--- src/ssr_pkg.sv ---
/*
  ssr_pkg: constants for the clock-synchronous serial channel.
  assumes a single core_clk domain; all other rates are enables.
*/
package ssr_pkg;
  localparam int unsigned SSR_DATA_W = 8;
  localparam int unsigned SSR_BRG_W = 8;
  localparam int unsigned SSR_FIFO_DEPTH = 8;
  localparam logic [SSR_DATA_W-1:0] SSR_DATA_RESET = 8'h00;
  localparam logic [SSR_BRG_W-1:0] SSR_BRG_RESET = 8'h00;
  localparam logic [2:0] SSR_BIT_LAST = 3'h7;
  // mode control bit positions
  localparam int unsigned SSR_POS_CKPOL = 6;
  localparam int unsigned SSR_POS_ORDER = 7;
  localparam int unsigned SSR_POS_CLK_EN = 4;
  localparam int unsigned SSR_POS_CLK_SEL = 5;
  // count source select codes
  localparam logic [1:0] SSR_SRC_F1 = 2'h0;
  localparam logic [1:0] SSR_SRC_F8 = 2'h1;
  localparam logic [1:0] SSR_SRC_F32 = 2'h2;
  localparam logic [4:0] SSR_PRE_F8 = 5'h07;
  localparam logic [4:0] SSR_PRE_F32 = 5'h1F;
  typedef enum logic [1:0] {SSR_IDLE, SSR_SHIFT, SSR_DONE} ssr_state_type;
endpackage : ssr_pkg

--- src/ssr_channel.sv ---
/*
  ssr_channel: clock-synchronous serial receive/transmit channel with
  bit rate generator, polarity, bit order, dual clock pin, continuous
  receive and data inversion options, and an 8-word receive fifo.
  assumes all pin inputs are synchronous to core_clk; the external
  clock pin is sampled and its edges detected in core_clk.
*/
// Overview of operation
// - buffer-to-shifter move sets the transmit buffer empty flag
// - one receive bit is shifted in per transfer clock cycle
// - completed character into receive buffer sets complete flag and request
// - request bit clears on interrupt acceptance or software write of zero
// - clock polarity bit 6 chooses the shifting clock edge
// - bit order bit 7: zero lsb first, one msb first, both directions
// - channel 1 bits 4 and 5 enable two clock pins and pick one
// - dual clock pin output only with internal transfer clock
// - dual clock pin option disables handshake functions
// - continuous receive re-arms reception on receive buffer read
// - channel 2 data logic bit inverts written and read data
// - internal clock period is 2(n+1)/fi
module ssr_channel
  import ssr_pkg::*;
#(
  parameter int unsigned DATA_W = ssr_pkg::SSR_DATA_W,
  parameter int unsigned FIFO_DEPTH = ssr_pkg::SSR_FIFO_DEPTH,
  parameter bit IS_CHANNEL1 = 1'b1,
  parameter bit IS_CHANNEL2 = 1'b0
) (
  // clock and reset
  input wire logic core_clk,
  input wire logic resetn,
  // control bits
  input wire logic receive_enable_bit,
  input wire logic transmit_enable_bit,
  input wire logic [7:0] mode_ctrl,
  input wire logic internal_clock_sel,
  input wire logic [1:0] count_source_sel,
  input wire logic [ssr_pkg::SSR_BRG_W-1:0] brg_value,
  input wire logic continuous_rx_en,
  input wire logic data_logic_invert,
  input wire logic handshake_en,
  // transmit buffer write
  input wire logic tx_write,
  input wire logic [ssr_pkg::SSR_DATA_W-1:0] tx_wdata,
  output logic tx_buffer_empty_flag,
  // receive buffer read
  input wire logic rx_read,
  output logic [ssr_pkg::SSR_DATA_W-1:0] rx_rdata,
  output logic receive_complete_flag,
  output logic rx_overflow,
  // interrupt request
  output logic interrupt_request_bit,
  input wire logic irq_accept,
  input wire logic irq_clear_write,
  // serial pins
  input wire logic transfer_clock_in,
  output logic transfer_clock_pin,
  output logic transfer_clock_oe,
  output logic alternate_clock_out_pin,
  output logic alternate_clock_oe,
  input wire logic serial_data_in,
  output logic serial_data_out,
  output logic request_to_send_out,
  input wire logic clear_to_send_in
);
  import ssr_pkg::*;

  ssr_state_type state, next_state;
  logic [DATA_W-1:0] tx_buf, next_tx_buf, tx_shift, next_tx_shift;
  logic [DATA_W-1:0] rx_shift, next_rx_shift;
  logic tx_full, next_tx_full;
  logic [2:0] bit_cnt, next_bit_cnt;
  logic armed, next_armed;
  logic irq, next_irq;
  logic clk_level, next_clk_level;
  logic [ssr_pkg::SSR_BRG_W-1:0] brg_cnt, next_brg_cnt;
  logic [4:0] pre_cnt, next_pre_cnt;
  logic ext_prev, next_ext_prev;
  logic sdo, next_sdo;
  logic src_tick, brg_tick;
  logic ext_fall, ext_rise, lead_edge, trail_edge;
  logic dual_pin, msb_first, polarity;
  logic fifo_in_valid, fifo_in_ready, fifo_out_valid;
  logic [DATA_W-1:0] fifo_out_data;

  function automatic logic [DATA_W-1:0] bit_rev(input logic [DATA_W-1:0] d);
    for (int i = 0; i < DATA_W; i++) begin
      bit_rev[i] = d[DATA_W-1-i];
    end
  endfunction : bit_rev

  function automatic logic [DATA_W-1:0] logic_sw(input logic [DATA_W-1:0] d,
                                                 input logic inv);
    logic_sw = inv ? ~d : d;
  endfunction : logic_sw

  assign polarity = mode_ctrl[SSR_POS_CKPOL];
  assign msb_first = mode_ctrl[SSR_POS_ORDER];
  // dual pin only counts on channel 1 with the internal clock
  assign dual_pin = IS_CHANNEL1 && internal_clock_sel
                    && mode_ctrl[SSR_POS_CLK_EN];

  // count source prescaler f1 / f8 / f32
  always_comb begin
    next_pre_cnt = pre_cnt + 1'b1;
    case (count_source_sel)
      SSR_SRC_F8: src_tick = (pre_cnt >= SSR_PRE_F8);
      SSR_SRC_F32: src_tick = (pre_cnt >= SSR_PRE_F32);
      default: src_tick = 1'b1;
    endcase
    if (src_tick) begin
      next_pre_cnt = '0;
    end
  end

  // half period is n+1 source ticks, so full period is 2(n+1)/fi
  always_comb begin
    brg_tick = 1'b0;
    next_brg_cnt = brg_cnt;
    if (state != SSR_SHIFT) begin
      next_brg_cnt = brg_value;
    end else if (src_tick) begin
      if (brg_cnt == '0) begin
        brg_tick = 1'b1;
        next_brg_cnt = brg_value;
      end else begin
        next_brg_cnt = brg_cnt - 1'b1;
      end
    end
  end

  // external clock edges in core_clk; polarity picks which edge shifts
  assign ext_fall = ext_prev && !transfer_clock_in;
  assign ext_rise = !ext_prev && transfer_clock_in;
  always_comb begin
    next_ext_prev = transfer_clock_in;
    next_clk_level = clk_level;
    if (internal_clock_sel) begin
      lead_edge = brg_tick && (clk_level != polarity);
      trail_edge = brg_tick && (clk_level == polarity);
      if (brg_tick) begin
        next_clk_level = !clk_level;
      end
      if (state != SSR_SHIFT) begin
        next_clk_level = !polarity;
      end
    end else begin
      // the peer drives every bit clock here
      lead_edge = polarity ? ext_rise : ext_fall;
      trail_edge = polarity ? ext_fall : ext_rise;
      next_clk_level = !polarity;
    end
  end

  // transfer state
  always_comb begin
    next_state = state;
    next_tx_buf = tx_buf;
    next_tx_full = tx_full;
    next_tx_shift = tx_shift;
    next_rx_shift = rx_shift;
    next_bit_cnt = bit_cnt;
    next_armed = armed;
    next_sdo = sdo;
    next_irq = irq;
    fifo_in_valid = 1'b0;
    if (tx_write) begin
      next_tx_buf = logic_sw(tx_wdata, IS_CHANNEL2 && data_logic_invert);
      next_tx_full = 1'b1;
    end
    if (rx_read && continuous_rx_en && receive_enable_bit) begin
      next_armed = 1'b1;
    end
    if (irq_accept || irq_clear_write) begin
      next_irq = 1'b0;
    end
    case (state)
      SSR_IDLE: begin
        // start needs both enables and a loaded buffer or a re-arm
        if (receive_enable_bit && transmit_enable_bit && (tx_full || armed)
            && (!handshake_en || dual_pin || !clear_to_send_in)) begin
          next_tx_shift = msb_first ? bit_rev(tx_buf) : tx_buf;
          next_tx_full = tx_write;
          next_armed = rx_read && continuous_rx_en && receive_enable_bit;
          next_bit_cnt = '0;
          next_sdo = msb_first ? tx_buf[DATA_W-1] : tx_buf[0];
          next_state = SSR_SHIFT;
        end
      end
      SSR_SHIFT: begin
        if (trail_edge) begin
          next_sdo = tx_shift[0];
        end
        if (lead_edge) begin
          // shift in from the top so the first bit ends lsb
          next_rx_shift = {serial_data_in, rx_shift[DATA_W-1:1]};
          next_tx_shift = {1'b0, tx_shift[DATA_W-1:1]};
          next_bit_cnt = bit_cnt + 1'b1;
          if (bit_cnt == SSR_BIT_LAST) begin
            next_state = SSR_DONE;
          end
        end
      end
      SSR_DONE: begin
        fifo_in_valid = 1'b1;
        // a full fifo holds the character here; the link stalls
        if (fifo_in_ready) begin
          next_irq = 1'b1;
          next_state = SSR_IDLE;
        end
      end
      default: next_state = SSR_IDLE;
    endcase
  end

  always_ff @(posedge core_clk or negedge resetn) begin
    if (!resetn) begin
      state <= SSR_IDLE;
      tx_buf <= SSR_DATA_RESET;
      tx_full <= 1'b0;
      tx_shift <= SSR_DATA_RESET;
      rx_shift <= SSR_DATA_RESET;
      bit_cnt <= '0;
      armed <= 1'b0;
      irq <= 1'b0;
      clk_level <= 1'b1;
      brg_cnt <= SSR_BRG_RESET;
      pre_cnt <= '0;
      ext_prev <= 1'b1;
      sdo <= 1'b1;
    end else begin
      state <= next_state;
      tx_buf <= next_tx_buf;
      tx_full <= next_tx_full;
      tx_shift <= next_tx_shift;
      rx_shift <= next_rx_shift;
      bit_cnt <= next_bit_cnt;
      armed <= next_armed;
      irq <= next_irq;
      clk_level <= next_clk_level;
      brg_cnt <= next_brg_cnt;
      pre_cnt <= next_pre_cnt;
      ext_prev <= next_ext_prev;
      sdo <= next_sdo;
    end
  end

  ssr_fifo #(
    .WIDTH(DATA_W),
    .DEPTH(FIFO_DEPTH)
  ) u_rx_fifo (
    .core_clk(core_clk),
    .resetn(resetn),
    .in_valid(fifo_in_valid),
    .in_ready(fifo_in_ready),
    .in_data(msb_first ? bit_rev(rx_shift) : rx_shift),
    .out_valid(fifo_out_valid),
    .out_ready(rx_read),
    .out_data(fifo_out_data)
  );

  assign tx_buffer_empty_flag = !tx_full;
  assign receive_complete_flag = fifo_out_valid;
  assign rx_rdata = logic_sw(fifo_out_data, IS_CHANNEL2 && data_logic_invert);
  assign rx_overflow = (state == SSR_DONE) && !fifo_in_ready;
  assign interrupt_request_bit = irq;
  assign serial_data_out = sdo;

  // clock pins: choose one of two outputs, the other idles undriven
  always_comb begin
    transfer_clock_pin = clk_level;
    alternate_clock_out_pin = clk_level;
    transfer_clock_oe = internal_clock_sel && !dual_pin;
    alternate_clock_oe = 1'b0;
    if (dual_pin) begin
      transfer_clock_oe = !mode_ctrl[SSR_POS_CLK_SEL];
      alternate_clock_oe = mode_ctrl[SSR_POS_CLK_SEL];
    end
  end

  // ready to receive: low while idle with receive enabled
  assign request_to_send_out = (handshake_en && !dual_pin) ?
                               !(receive_enable_bit && state == SSR_IDLE) : 1'b0;
endmodule : ssr_channel

--- src/ssr_fifo.sv ---
/*
  ssr_fifo: small synchronous fifo with valid/ready on both sides.
  assumes one clock; full and empty are exact, no bypass path.
*/
module ssr_fifo #(
  parameter int unsigned WIDTH = 8,
  parameter int unsigned DEPTH = 8
) (
  // clock and reset
  input wire logic core_clk,
  input wire logic resetn,
  // fill side
  input wire logic in_valid,
  output logic in_ready,
  input wire logic [WIDTH-1:0] in_data,
  // drain side
  output logic out_valid,
  input wire logic out_ready,
  output logic [WIDTH-1:0] out_data
);
  localparam int unsigned AW = (DEPTH > 1) ? $clog2(DEPTH) : 1;
  logic [WIDTH-1:0] mem [DEPTH];
  logic [AW-1:0] wr_ptr, rd_ptr, next_wr_ptr, next_rd_ptr;
  logic [AW:0] count, next_count;
  logic push, pop;

  function automatic logic [AW-1:0] ptr_inc(input logic [AW-1:0] p);
    ptr_inc = (p == AW'(DEPTH - 1)) ? '0 : p + 1'b1;
  endfunction : ptr_inc

  assign in_ready = (count != (AW + 1)'(DEPTH));
  assign out_valid = (count != '0);
  assign out_data = mem[rd_ptr];
  assign push = in_valid && in_ready;
  assign pop = out_valid && out_ready;

  always_comb begin
    next_wr_ptr = push ? ptr_inc(wr_ptr) : wr_ptr;
    next_rd_ptr = pop ? ptr_inc(rd_ptr) : rd_ptr;
    next_count = count;
    if (push && !pop) begin
      next_count = count + 1'b1;
    end else if (pop && !push) begin
      next_count = count - 1'b1;
    end
  end

  always_ff @(posedge core_clk or negedge resetn) begin
    if (!resetn) begin
      wr_ptr <= '0;
      rd_ptr <= '0;
      count <= '0;
    end else begin
      wr_ptr <= next_wr_ptr;
      rd_ptr <= next_rd_ptr;
      count <= next_count;
    end
  end

  // storage carries no reset; the pointers gate what is seen
  always_ff @(posedge core_clk) begin
    if (push) begin
      mem[wr_ptr] <= in_data;
    end
  end
endmodule : ssr_fifo

--- config.mk ---
export PLATFORM = sky130hd
export DESIGN_NAME = ssr_channel
export DESIGN_NICKNAME = d
export VERILOG_FILES = /design/src/ssr_pkg.sv /design/src/ssr_channel.sv /design/src/ssr_fifo.sv
export SDC_FILE = /design/constraint.sdc
export NUM_CORES = 1
export LEC_CHECK = 0
export BUFFER_PORTS_ARGS = -buffer_cell sky130_fd_sc_hd__buf_2
export CAP_MARGIN = 20
export CORE_MARGIN = 2
export CORE_UTILIZATION = 53
export DETAILED_ROUTE_END_ITERATION = 6
export PLACE_DENSITY = 0.81
export SETUP_SLACK_MARGIN = 0.5
export SYNTH_ARGS = -nofsm -noshare
export SYNTH_HDL_FRONTEND = slang
export SYNTH_SLANG_ARGS = --single-unit
--- constraint.sdc ---
create_clock -name core_clk -period 2.1 [get_ports core_clk]
set_input_delay 0.315 -clock core_clk [delete_from_list [all_inputs] [get_ports core_clk]]
set_output_delay 0.315 -clock core_clk [all_outputs]
set_load 0.02 [all_outputs]
==> out/results.txt, run 1 <==
Setup violations, final: 14
Critical Path Source: u_rx_fifo.rd_ptr[0]
Clock Latency Late Sink: 520 ps
Max-cap violations: 0
TritonCTS clock tree: done
Critical Path Sink: rx_rdata[2]
Routed wire length: 13,000 um
Worst hold path class: in2reg
Die W: 107 um
Synth area leader: edfxtp_1
Final period util: 115%
Commonest cells in the synthesized netlist: edfxtp_1 (64), dfrtp_1 (55), mux2_2 (37)
Met2 GRT Util: 42.1%
Final core utilization: 76.7%
Grt met1 use: 27.1%
First-pass GRT wire length: 20,100 um
Routed Antenna Nets: 0
Top_reg_cell synth: edfxtp_1
Worst path depth: 4
Final Cell Area: 7920 um^2
Remaining global-route overflow: 0
CP Launch Type: flip-flop
ANT cells: 0
GRT Max-Usage Layer: met2
DRT iter0 DRCs: 120
Clock skew: 15.2 ps
Nets: 578
Detailed-route via count: 3,811
Final Hold Vio Count: 0
Wire length per cell: 19.4 um
Cell with the most instances after synthesis: edfxtp_1
Clock transition at the registers of the reported paths: 60 ps
Tightest Pin Transition: 780 ps
Crit-path cells: buf_12 > mux4_2 > mux2_4 > buf_6
Post-synth EDFFs: 64
Total power: 10.0 mW
Final Max Slew Viols: 0
Via density: 5.69
Final setup TNS: -2400 ps
Final setup margin: -319 ps
Pleak: 3.24 nW
Floorplan Core Area: 10,300 um^2
Clock Sinks: 122
Num rows: 37
CTS H-tree lvls: 4
Data required, critical path: 1780 ps
Ys async rst share: 47.5%
Max-slew headroom: 48.0%
FF-to-FF setup slack: -40 ps
Pin count of the biggest net entering global routing: 33
Dpl cell area: 6410 um^2
Top post-synthesis cells by area: edfxtp_1 (34%), dfrtp_1 (24%), mux2_2 (7.4%)
Worst reg-to-reg path cell count: 9
Post-synth top area share: 34.1%
PwrDens: 1270 nW/um^2
Run status: finished, violations left
Die area: 11,500 um^2
Syn_nets: 451
Min Hold Slack: 28.4 ps
RSZ-0062 raised after global routing: yes
Fmax: 413 MHz
Crit-path max cell delay: 550 ps
Crit path max-delay cell type: mux4_2
Layout cells sized above 1: 51.7%
Area grow syn2layout: 40.5%
CTS Root Buffer Type: clkbuf_8
Failing checks: negative setup slack
Crit path max fanout: 5
IO Port Bufs: 53
Register area share after synthesis: 59.9%
# DRC: 0
Synthesized area: 5630 um^2
Total track usage: 23.2%
Vias in the first global route: 4,017
Maximum VDD drop: 804 uV
Yosys warnings: 0
Die H: 107 um
Post-synthesis cell count: 394
Total CTS buffers: 17
GP Congestion: 0.795
Maximum clock insertion buffer count: 2
Initial antenna violation count: 0
WS Path Type: reg2out
HPWL after detailed placement: 7140 um
Crit. End Element: output pin
Starting Density: 54.6%
CP Data Arrival Time: 2100 ps
Met3 track demand over resource: 4.86%
Min Tclk post-route: 2420 ps
# IOs: 59
Worst r2r dst: tx_shift[6]
Crit-path leading delay family: multiplexers
Synth cell types: 55
Register bit total from synthesis: 122
WP buf/inv: 2
Syn Area/Cell: 14.3 um^2
Drt first pass iters: 4
Worst R2R Start: pre_cnt[0]
==> logic make-up after synthesis <==
logic type                 Yosys count  share of synthesized area [%]
AOI/OAI and AO/OA                   64                           7.48
xor gates and xnor gates             8                           1.24
adders and majority gates           16                           3.69
buffers and inverters               27                           2.31
DFF                                122                           59.9
muxes                               73                           17.9
and+or+nand+nor                     84                           7.46
==> placed cells by master, fill, tap and decap left out, types with 6 or more instances in the layout <==
master,count
o21ai_2,8
ha_1,11
clkbuf_16,18
buf_2,40
a21o_1,6
nor2_4,11
mux2_2,23
buf_12,11
mux2_4,20
nor2_1,13
edfxtp_1,64
nand2_1,20
inv_1,10
buf_4,24
a21oi_1,8
mux4_2,16
mux2i_1,14
dfrtp_1,53
o21ai_0,9
buf_6,43
o21ai_1,6
==> layer usage <==
metal  up-vias  share of wire, %
met1      1949                38
met4         0               1.0
met2       114                57
met5         -                 0
li1       1737                 -
met3        11               4.3
==> sequential cells by signal (all words and copies together) (netlist names), 3 cells and up <==
signal,flops
tx_shift,8
pre_cnt,5
u_rx_fifo.count,4
rx_shift,8
tx_buf,8
bit_cnt,3
u_rx_fifo.rd_ptr,3
u_rx_fifo.wr_ptr,3
brg_cnt,8
u_rx_fifo.mem,64
==> final cells by class <==
| type | count | area [um^2] |
|---|---|---|
| clock buffers | 18 | 428 |
| repair buffers | 123 | 1170 |
| clock inverters | 14 | 145 |
| multi-input cells | 246 | 2580 |
| well taps | 136 | 170 |
| flip-flops and latches | 122 | 3380 |
| fillers | 595 | 2410 |
| inverters | 11 | 43.8 |
==> stage by stage <==
stage | instances | worst slack [ps]
2_1_floorplan | 394 | -53.0
3_3_place_gp | 591 | -4.96
3_5_place_dp | 591 | -58.5
4_1_cts | 654 | -304
5_1_grt | 670 | -358
6_report | 670 | -319
==> what timing repair did <==
action / CTS / global route
endpoints found under the setup margin: 114 / 119
resized for setup: 72 / 45
hold buffers: 2 / 0
endpoints found under the hold margin: 24 / 0
pin swaps: 29 / 25
setup buffers: 27 / 14
cloned: 2 / 2
==> worst min path at each step <==
stage	from	end	depth (start not counted)
detailed placement	resetn	tx_buf[4]	1
floorplan	resetn	armed	0
finish	tx_wdata[2]	tx_buf[2]	2
CTS	tx_wdata[2]	tx_buf[2]	2
global route	tx_wdata[5]	tx_buf[5]	2
global placement	resetn	tx_buf[4]	1
==> worst register-to-register path: stages, from the launching register on <==
cell,delay [ps]
dfrtp_1,380
ha_2,190
and3_4,150
ha_4,160
a21oi_4,150
o211ai_4,110
o2111ai_4,230
o21a_1,210
buf_12,150
mux2_4,310
==> report_power, final <==
group	internal [mW]	leakage [nW]	switching (mW)
Clock	1.72	0.275	1.11
Combinational	2.03	1.67	1.67
Sequential	3.06	1.29	0.427
Power figures use the tool's default switching activity.
==> run 2, diff against run 1 <==
Settings changed: CORE_UTILIZATION 53 to 55, CTS_BUF_LIST from default to sky130_fd_sc_hd__clkbuf_8, PLACE_DENSITY 0.81 to 0.83.
==> run 2 against run 1 <==
Compared with the run above:
- the flow still finishes with violations (negative setup slack)
- combinational power fell by 3%
- clock skew is 0.75 ps lower
- setup slack gained 110 ps
- maximum frequency increased by 4.8%
- core utilization is 0.057 points lower
- global-route usage up 0.18 points
- largest cell class unchanged
- hold slack better by 1.4 ps
- via count is 2.4% lower
- final area decreased by 4.5%
- largest power group unchanged
- clock power is 24% lower
==> out/results.txt, run 2 (synthesis results as in run 1) <==
Run status: finished, violations left
Failing checks: negative setup slack
Clock transition at the registers of the reported paths: 90 ps (+30 ps)
Routed Antenna Nets: 0 (unchanged)
Final Cell Area: 7560 um^2 (-4.5%)
Die H: 105 um (-1.8%)
Data required, critical path: 1780 ps (about the same)
Fmax: 433 MHz (+4.8%)
Routed wire length: 12,600 um (-3.4%)
Vias in the first global route: 3,996 (-0.52%)
Wire length per cell: 19.3 um (-0.60%)
Die area: 11,100 um^2 (-3.5%)
Total CTS buffers: 17 (unchanged)
Post-placement worst setup slack: -70.9 ps (-12.4 ps)
Remaining global-route overflow: 0 (unchanged)
WP buf/inv: 2 (unchanged)
IO Port Bufs: 53 (unchanged)
Crit-path leading delay family: multiplexers
Final core utilization: 76.6% (about the same)
CP Launch Type: flip-flop
Floorplan Core Area: 9860 um^2 (-4.4%)
Layout cells sized above 1: 49.6% (-2.1 points)
Worst hold path class: in2reg
Pin count of the biggest net entering global routing: 40 (+21%)
Via density: 5.71 (+0.41%)
Dpl cell area: 6430 um^2 (+0.25%)
Maximum clock insertion buffer count: 2 (unchanged)
Crit-path max cell delay: 510 ps (-40 ps)
Clock Sinks: 122 (unchanged)
Maximum VDD drop: 595 uV (-26%)
# DRC: 0 (unchanged)
Commonest non-fill, non-tap cells in the layout: edfxtp_1 (64), dfrtp_1 (54), buf_2 (43)
GP Congestion: 0.737 (-7.3%)
Min Tclk post-route: 2310 ps (-110 ps)
PwrDens: 1220 nW/um^2 (-3.7%)
# IOs: 59 (unchanged)
Crit path max-delay cell type: mux4_2
Crit-path cells: clkbuf_16 > mux4_2 > mux2_4 > buf_6
Num rows: 36 (-2.7%)
Die W: 105 um (-1.8%)
Min Hold Slack: 29.8 ps (+1.38 ps)
Biggest register: u_rx_fifo.mem
Final Hold Vio Count: 0 (unchanged)
Starting Density: 57.1% (+2.5 points)
HPWL after detailed placement: 7510 um (+5.2%)
Clock Latency Late Sink: 430 ps (-90 ps)
Crit. End Element: output pin
Initial antenna violation count: 0 (unchanged)
Drt first pass iters: 5 (+1)
Max-cap violations: 0 (unchanged)
WS Path Type: reg2out
Pleak: 3.08 nW (-4.9%)
Nets: 562 (-2.8%)
CTS H-tree lvls: 4 (unchanged)
Leading cell type in the layout, fill and taps excluded: edfxtp_1
Dpl cells: 589 (-0.34%)
Detailed-route via count: 3,718 (-2.4%)
Clock skew: 14.4 ps (-0.746 ps)
Crit path max fanout: 8 (+3)
Total track usage: 23.4% (+0.18 points)
RSZ-0062 raised after global routing: yes
CTS Root Buffer Type: clkbuf_8
DRT iter0 DRCs: 161 (+34%)
TritonCTS clock tree: done
CP Data Arrival Time: 1990 ps (-110 ps)
First-pass GRT wire length: 19,700 um (-2.0%)
Final Max Slew Viols: 0 (unchanged)
Final period util: 110% (-5.2 points)
Setup violations, final: 15 (+1)
Finished Layout Cells: 651 (-2.8%)
Area grow syn2layout: 34.2%
Tightest Pin Transition: 703 ps (-77.1 ps)
Largest register FFs: 64 (unchanged)
ANT cells: 0 (unchanged)
FILL cells: 565 (-5.0%)
Max-slew headroom: 53.1% (+5.1 points)
Final setup margin: -209 ps (+110 ps)
[run 2: layer usage]
layer	vias to the layer above	wire length, um	global-route usage, %
li1	1714	-	-
met1	1899	4700	26.0
met2	88	7180	44.1
met3	17	424	4.76
met4	0	259	8.00
met5	-	0	0
[run 2: report_power, final]
group / switching (mW) / internal [mW]
Sequential: 0.423 / 3.06
Clock: 0.982 / 1.17
Combinational: 1.63 / 1.95
[run 2: layout make-up]
type / instances / area (um^2) / share of cell area [%]
sequential: 122 / 3380 / 44.7
multi-input combinational: 246 / 2580 / 34.1
timing repair buffer: 107 / 983 / 13.0
clock buffer: 17 / 234 / 3.09
clock inverter: 15 / 174 / 2.30
tap: 133 / 166 / 2.20
inverter: 11 / 43.8 / 0.579
[run 2: path summary, 6_finish.rpt]
check	from	endpoint	slack (ps)	cells after the start
worst max-delay path	u_rx_fifo.rd_ptr[0]	rx_rdata[2]	-210	4
worst min-delay path	transfer_clock_in	ext_prev	30	1
worst max register to register	pre_cnt[1]	tx_shift[2]	-50	9
worst min register to register	interrupt_request_bit	interrupt_request_bit	480	1
max in group asynchronous	resetn	alternate_clock_out_pin	1060	3
min in group asynchronous	resetn	brg_cnt[1]	390	2
[run 2: timing repair]
action,in CTS,in global routing
resized for setup,66,38
setup buffers,18,8
hold buffers,1,0
hold endpoints to repair,17,0
pin swaps,27,14
setup endpoints to repair,113,119
gates cloned,2,1
[run 2: per-stage QoR]
| step | TNS (ps) | power (mW) |
|---|---|---|
| global placement | -19.9 | 6.21 |
| floorplan | -333 | 5.59 |
| detailed placement | -395 | 6.39 |
| global route | -2930 | 9.69 |
| finish | -1750 | 9.22 |
| CTS | -1730 | 8.88 |
==> run 3, diff against run 2 <==
Settings changed: CORE_UTILIZATION 55 to 57, SKIP_CTS_REPAIR_TIMING from default to 1.
Clock period 2.1 ns to 2.8 ns, I/O delays scaled along.
==> run 3 against run 2 <==
Compared with the run above:
- the run now ends clean
- sequential power is 24% lower
- final cell count is 4.5% lower
- clock skew is 3.0 ps lower
- first-iteration DRC count is 19% higher
- largest cell class unchanged
- core utilization is 7.0 points lower
==> out/results.txt, run 3 (synthesis results as in run 1) <==
Run status: finished, final reports clean
PwrDens: 938 nW/um^2 (-23%)
Biggest register: u_rx_fifo.mem
Nets: 533 (-5.2%)
Maximum clock insertion buffer count: 2 (unchanged)
Max-slew headroom: 51.9% (-1.2 points)
HPWL after detailed placement: 7000 um (-6.8%)
CP Launch Type: flip-flop
Final setup TNS: 0 ps (+1750 ps)
Vias in the first global route: 3,456 (-14%)
Detailed-route via count: 3,476 (-6.5%)
Crit path max fanout: 7 (-1)
Crit. End Element: output pin
TritonCTS clock tree: done
WL met1: 4390 um (-6.6%)
Min Hold Slack: 105 ps (+74.9 ps)
DRT iter0 DRCs: 191 (+19%)
# IOs: 59 (unchanged)
Die W: 103 um (-1.7%)
Final period util: 88.1%
Min Tclk post-route: 2470 ps
Setup violations, final: 0 (-15)
Maximum VDD drop: 554 uV (-7.0%)
Highest routing layer actually used: met4
IO Port Bufs: 53 (unchanged)
Num rows: 36 (unchanged)
Remaining global-route overflow: 0 (unchanged)
Pin count of the biggest net entering global routing: 59 (+48%)
Layout cells sized above 1: 39.1% (-11 points)
Clock transition at the registers of the reported paths: 80 ps (about the same)
Final Max Slew Viols: 0 (unchanged)
# DRC: 0 (unchanged)
Tightest Pin Transition: 722 ps (+18.7 ps)
Drt first pass iters: 4 (-1)
Clock Latency Late Sink: 440 ps (about the same)
Clock skew: 11.4 ps (-3.03 ps)
Largest register FFs: 64 (unchanged)
Routed wire length: 10,900 um (-14%)
ANT cells: 0 (unchanged)
Data required, critical path: 2380 ps (+600 ps)
Final Hold Vio Count: 0 (unchanged)
Die area: 10,700 um^2 (-3.4%)
Worst R2R Start: pre_cnt[1]
Min-delay src: transfer_clock_in
FF-to-FF setup slack: 540 ps (+590 ps)
GP Congestion: 0.857 (+16%)
Max-cap violations: 0 (unchanged)
CP Data Arrival Time: 2050 ps (+60 ps)
Fmax: 406 MHz
Total CTS buffers: 17 (unchanged)
Area grow syn2layout: 19.7%
Worst hold path class: in2reg
Total track usage: 21.2% (-2.2 points)
RSZ-0062 raised after global routing: yes
WS Path Type: reg2out
Worst r2r dst: tx_shift[2]
Clock Sinks: 122 (unchanged)
Starting Density: 58.2% (+1.1 points)
Worst reg-to-reg path cell count: 9 (unchanged)
Hold depth: 1 (unchanged)
CTS H-tree lvls: 4 (unchanged)
FILL cells: 654 (+16%)
Final core utilization: 69.7% (-7.0 points)
WHS Endpoint: ext_prev
Wire length per cell: 17.4 um (-9.6%)
Floorplan Core Area: 9680 um^2 (-1.8%)
Pleak: 2.78 nW (-9.9%)
Initial antenna violation count: 0 (unchanged)
Die H: 103 um (-1.7%)
Commonest non-fill, non-tap cells in the layout: edfxtp_1 (64), dfrtp_1 (51), buf_2 (45)
Met3 routed WL: 455 um (+7.3%)
CTS Root Buffer Type: clkbuf_8
Wire length on met2: 5810 um (-19%)
Leading cell type in the layout, fill and taps excluded: edfxtp_1
First-pass GRT wire length: 16,700 um (-15%)
Via density: 5.59 (-2.1%)
Routed Antenna Nets: 0 (unchanged)
run 3: power breakdown:
group / internal (mW) / switching (mW)
clock: 0.663 / 0.825
combinational: 1.19 / 0.997
sequential: 2.29 / 0.356
run 3: final cells by class:
type	count	area [um^2]	share of cell area, %
Timing Repair Buffer	79	562	8.33
Clock buffer	17	234	3.47
Clock inverter	15	144	2.13
Multi-Input combinational cell	245	2220	32.9
Inverter	11	41.3	0.612
Sequential cell	122	3380	50.1
Tap cell	133	166	2.47
run 3: worst max path at each step:
stage / cells after the start / from / slack (ps) / end
floorplan: 11 / u_rx_fifo.count[1] / 500 / u_rx_fifo.count[3]
detailed placement: 9 / pre_cnt[0] / 340 / tx_shift[5]
finish: 4 / u_rx_fifo.rd_ptr[0] / 330 / rx_rdata[2]
global placement: 9 / pre_cnt[0] / 390 / tx_shift[4]
global route: 4 / u_rx_fifo.rd_ptr[0] / 310 / rx_rdata[2]
CTS: 3 / u_rx_fifo.rd_ptr[1] / 210 / rx_rdata[6]
run 3: worst max-delay path, cell delays in order, from the launching register on:
cell and delay, ps:
dfrtp_2 460, clkbuf_16 190, mux4_2 510, mux2_4 310, buf_6 140
run 3: per-stage QoR:
stage	worst slack (ps)	std cells	total power [mW]	cell area, um^2
3_3_place_gp	388	579	4.37	6090
6_report	334	622	6.33	6750
5_1_grt	309	622	6.68	6750
3_5_place_dp	337	579	4.49	6090
4_1_cts	215	611	5.96	6470
2_1_floorplan	504	394	4.02	5640
run 3: routing by layer:
metal | vias to the layer above | track usage (%)
met2 | 83 | 37.4
met4 | 0 | 7.29
met1 | 1724 | 25.1
li1 | 1645 | -
met5 | - | 0
met3 | 24 | 5.65
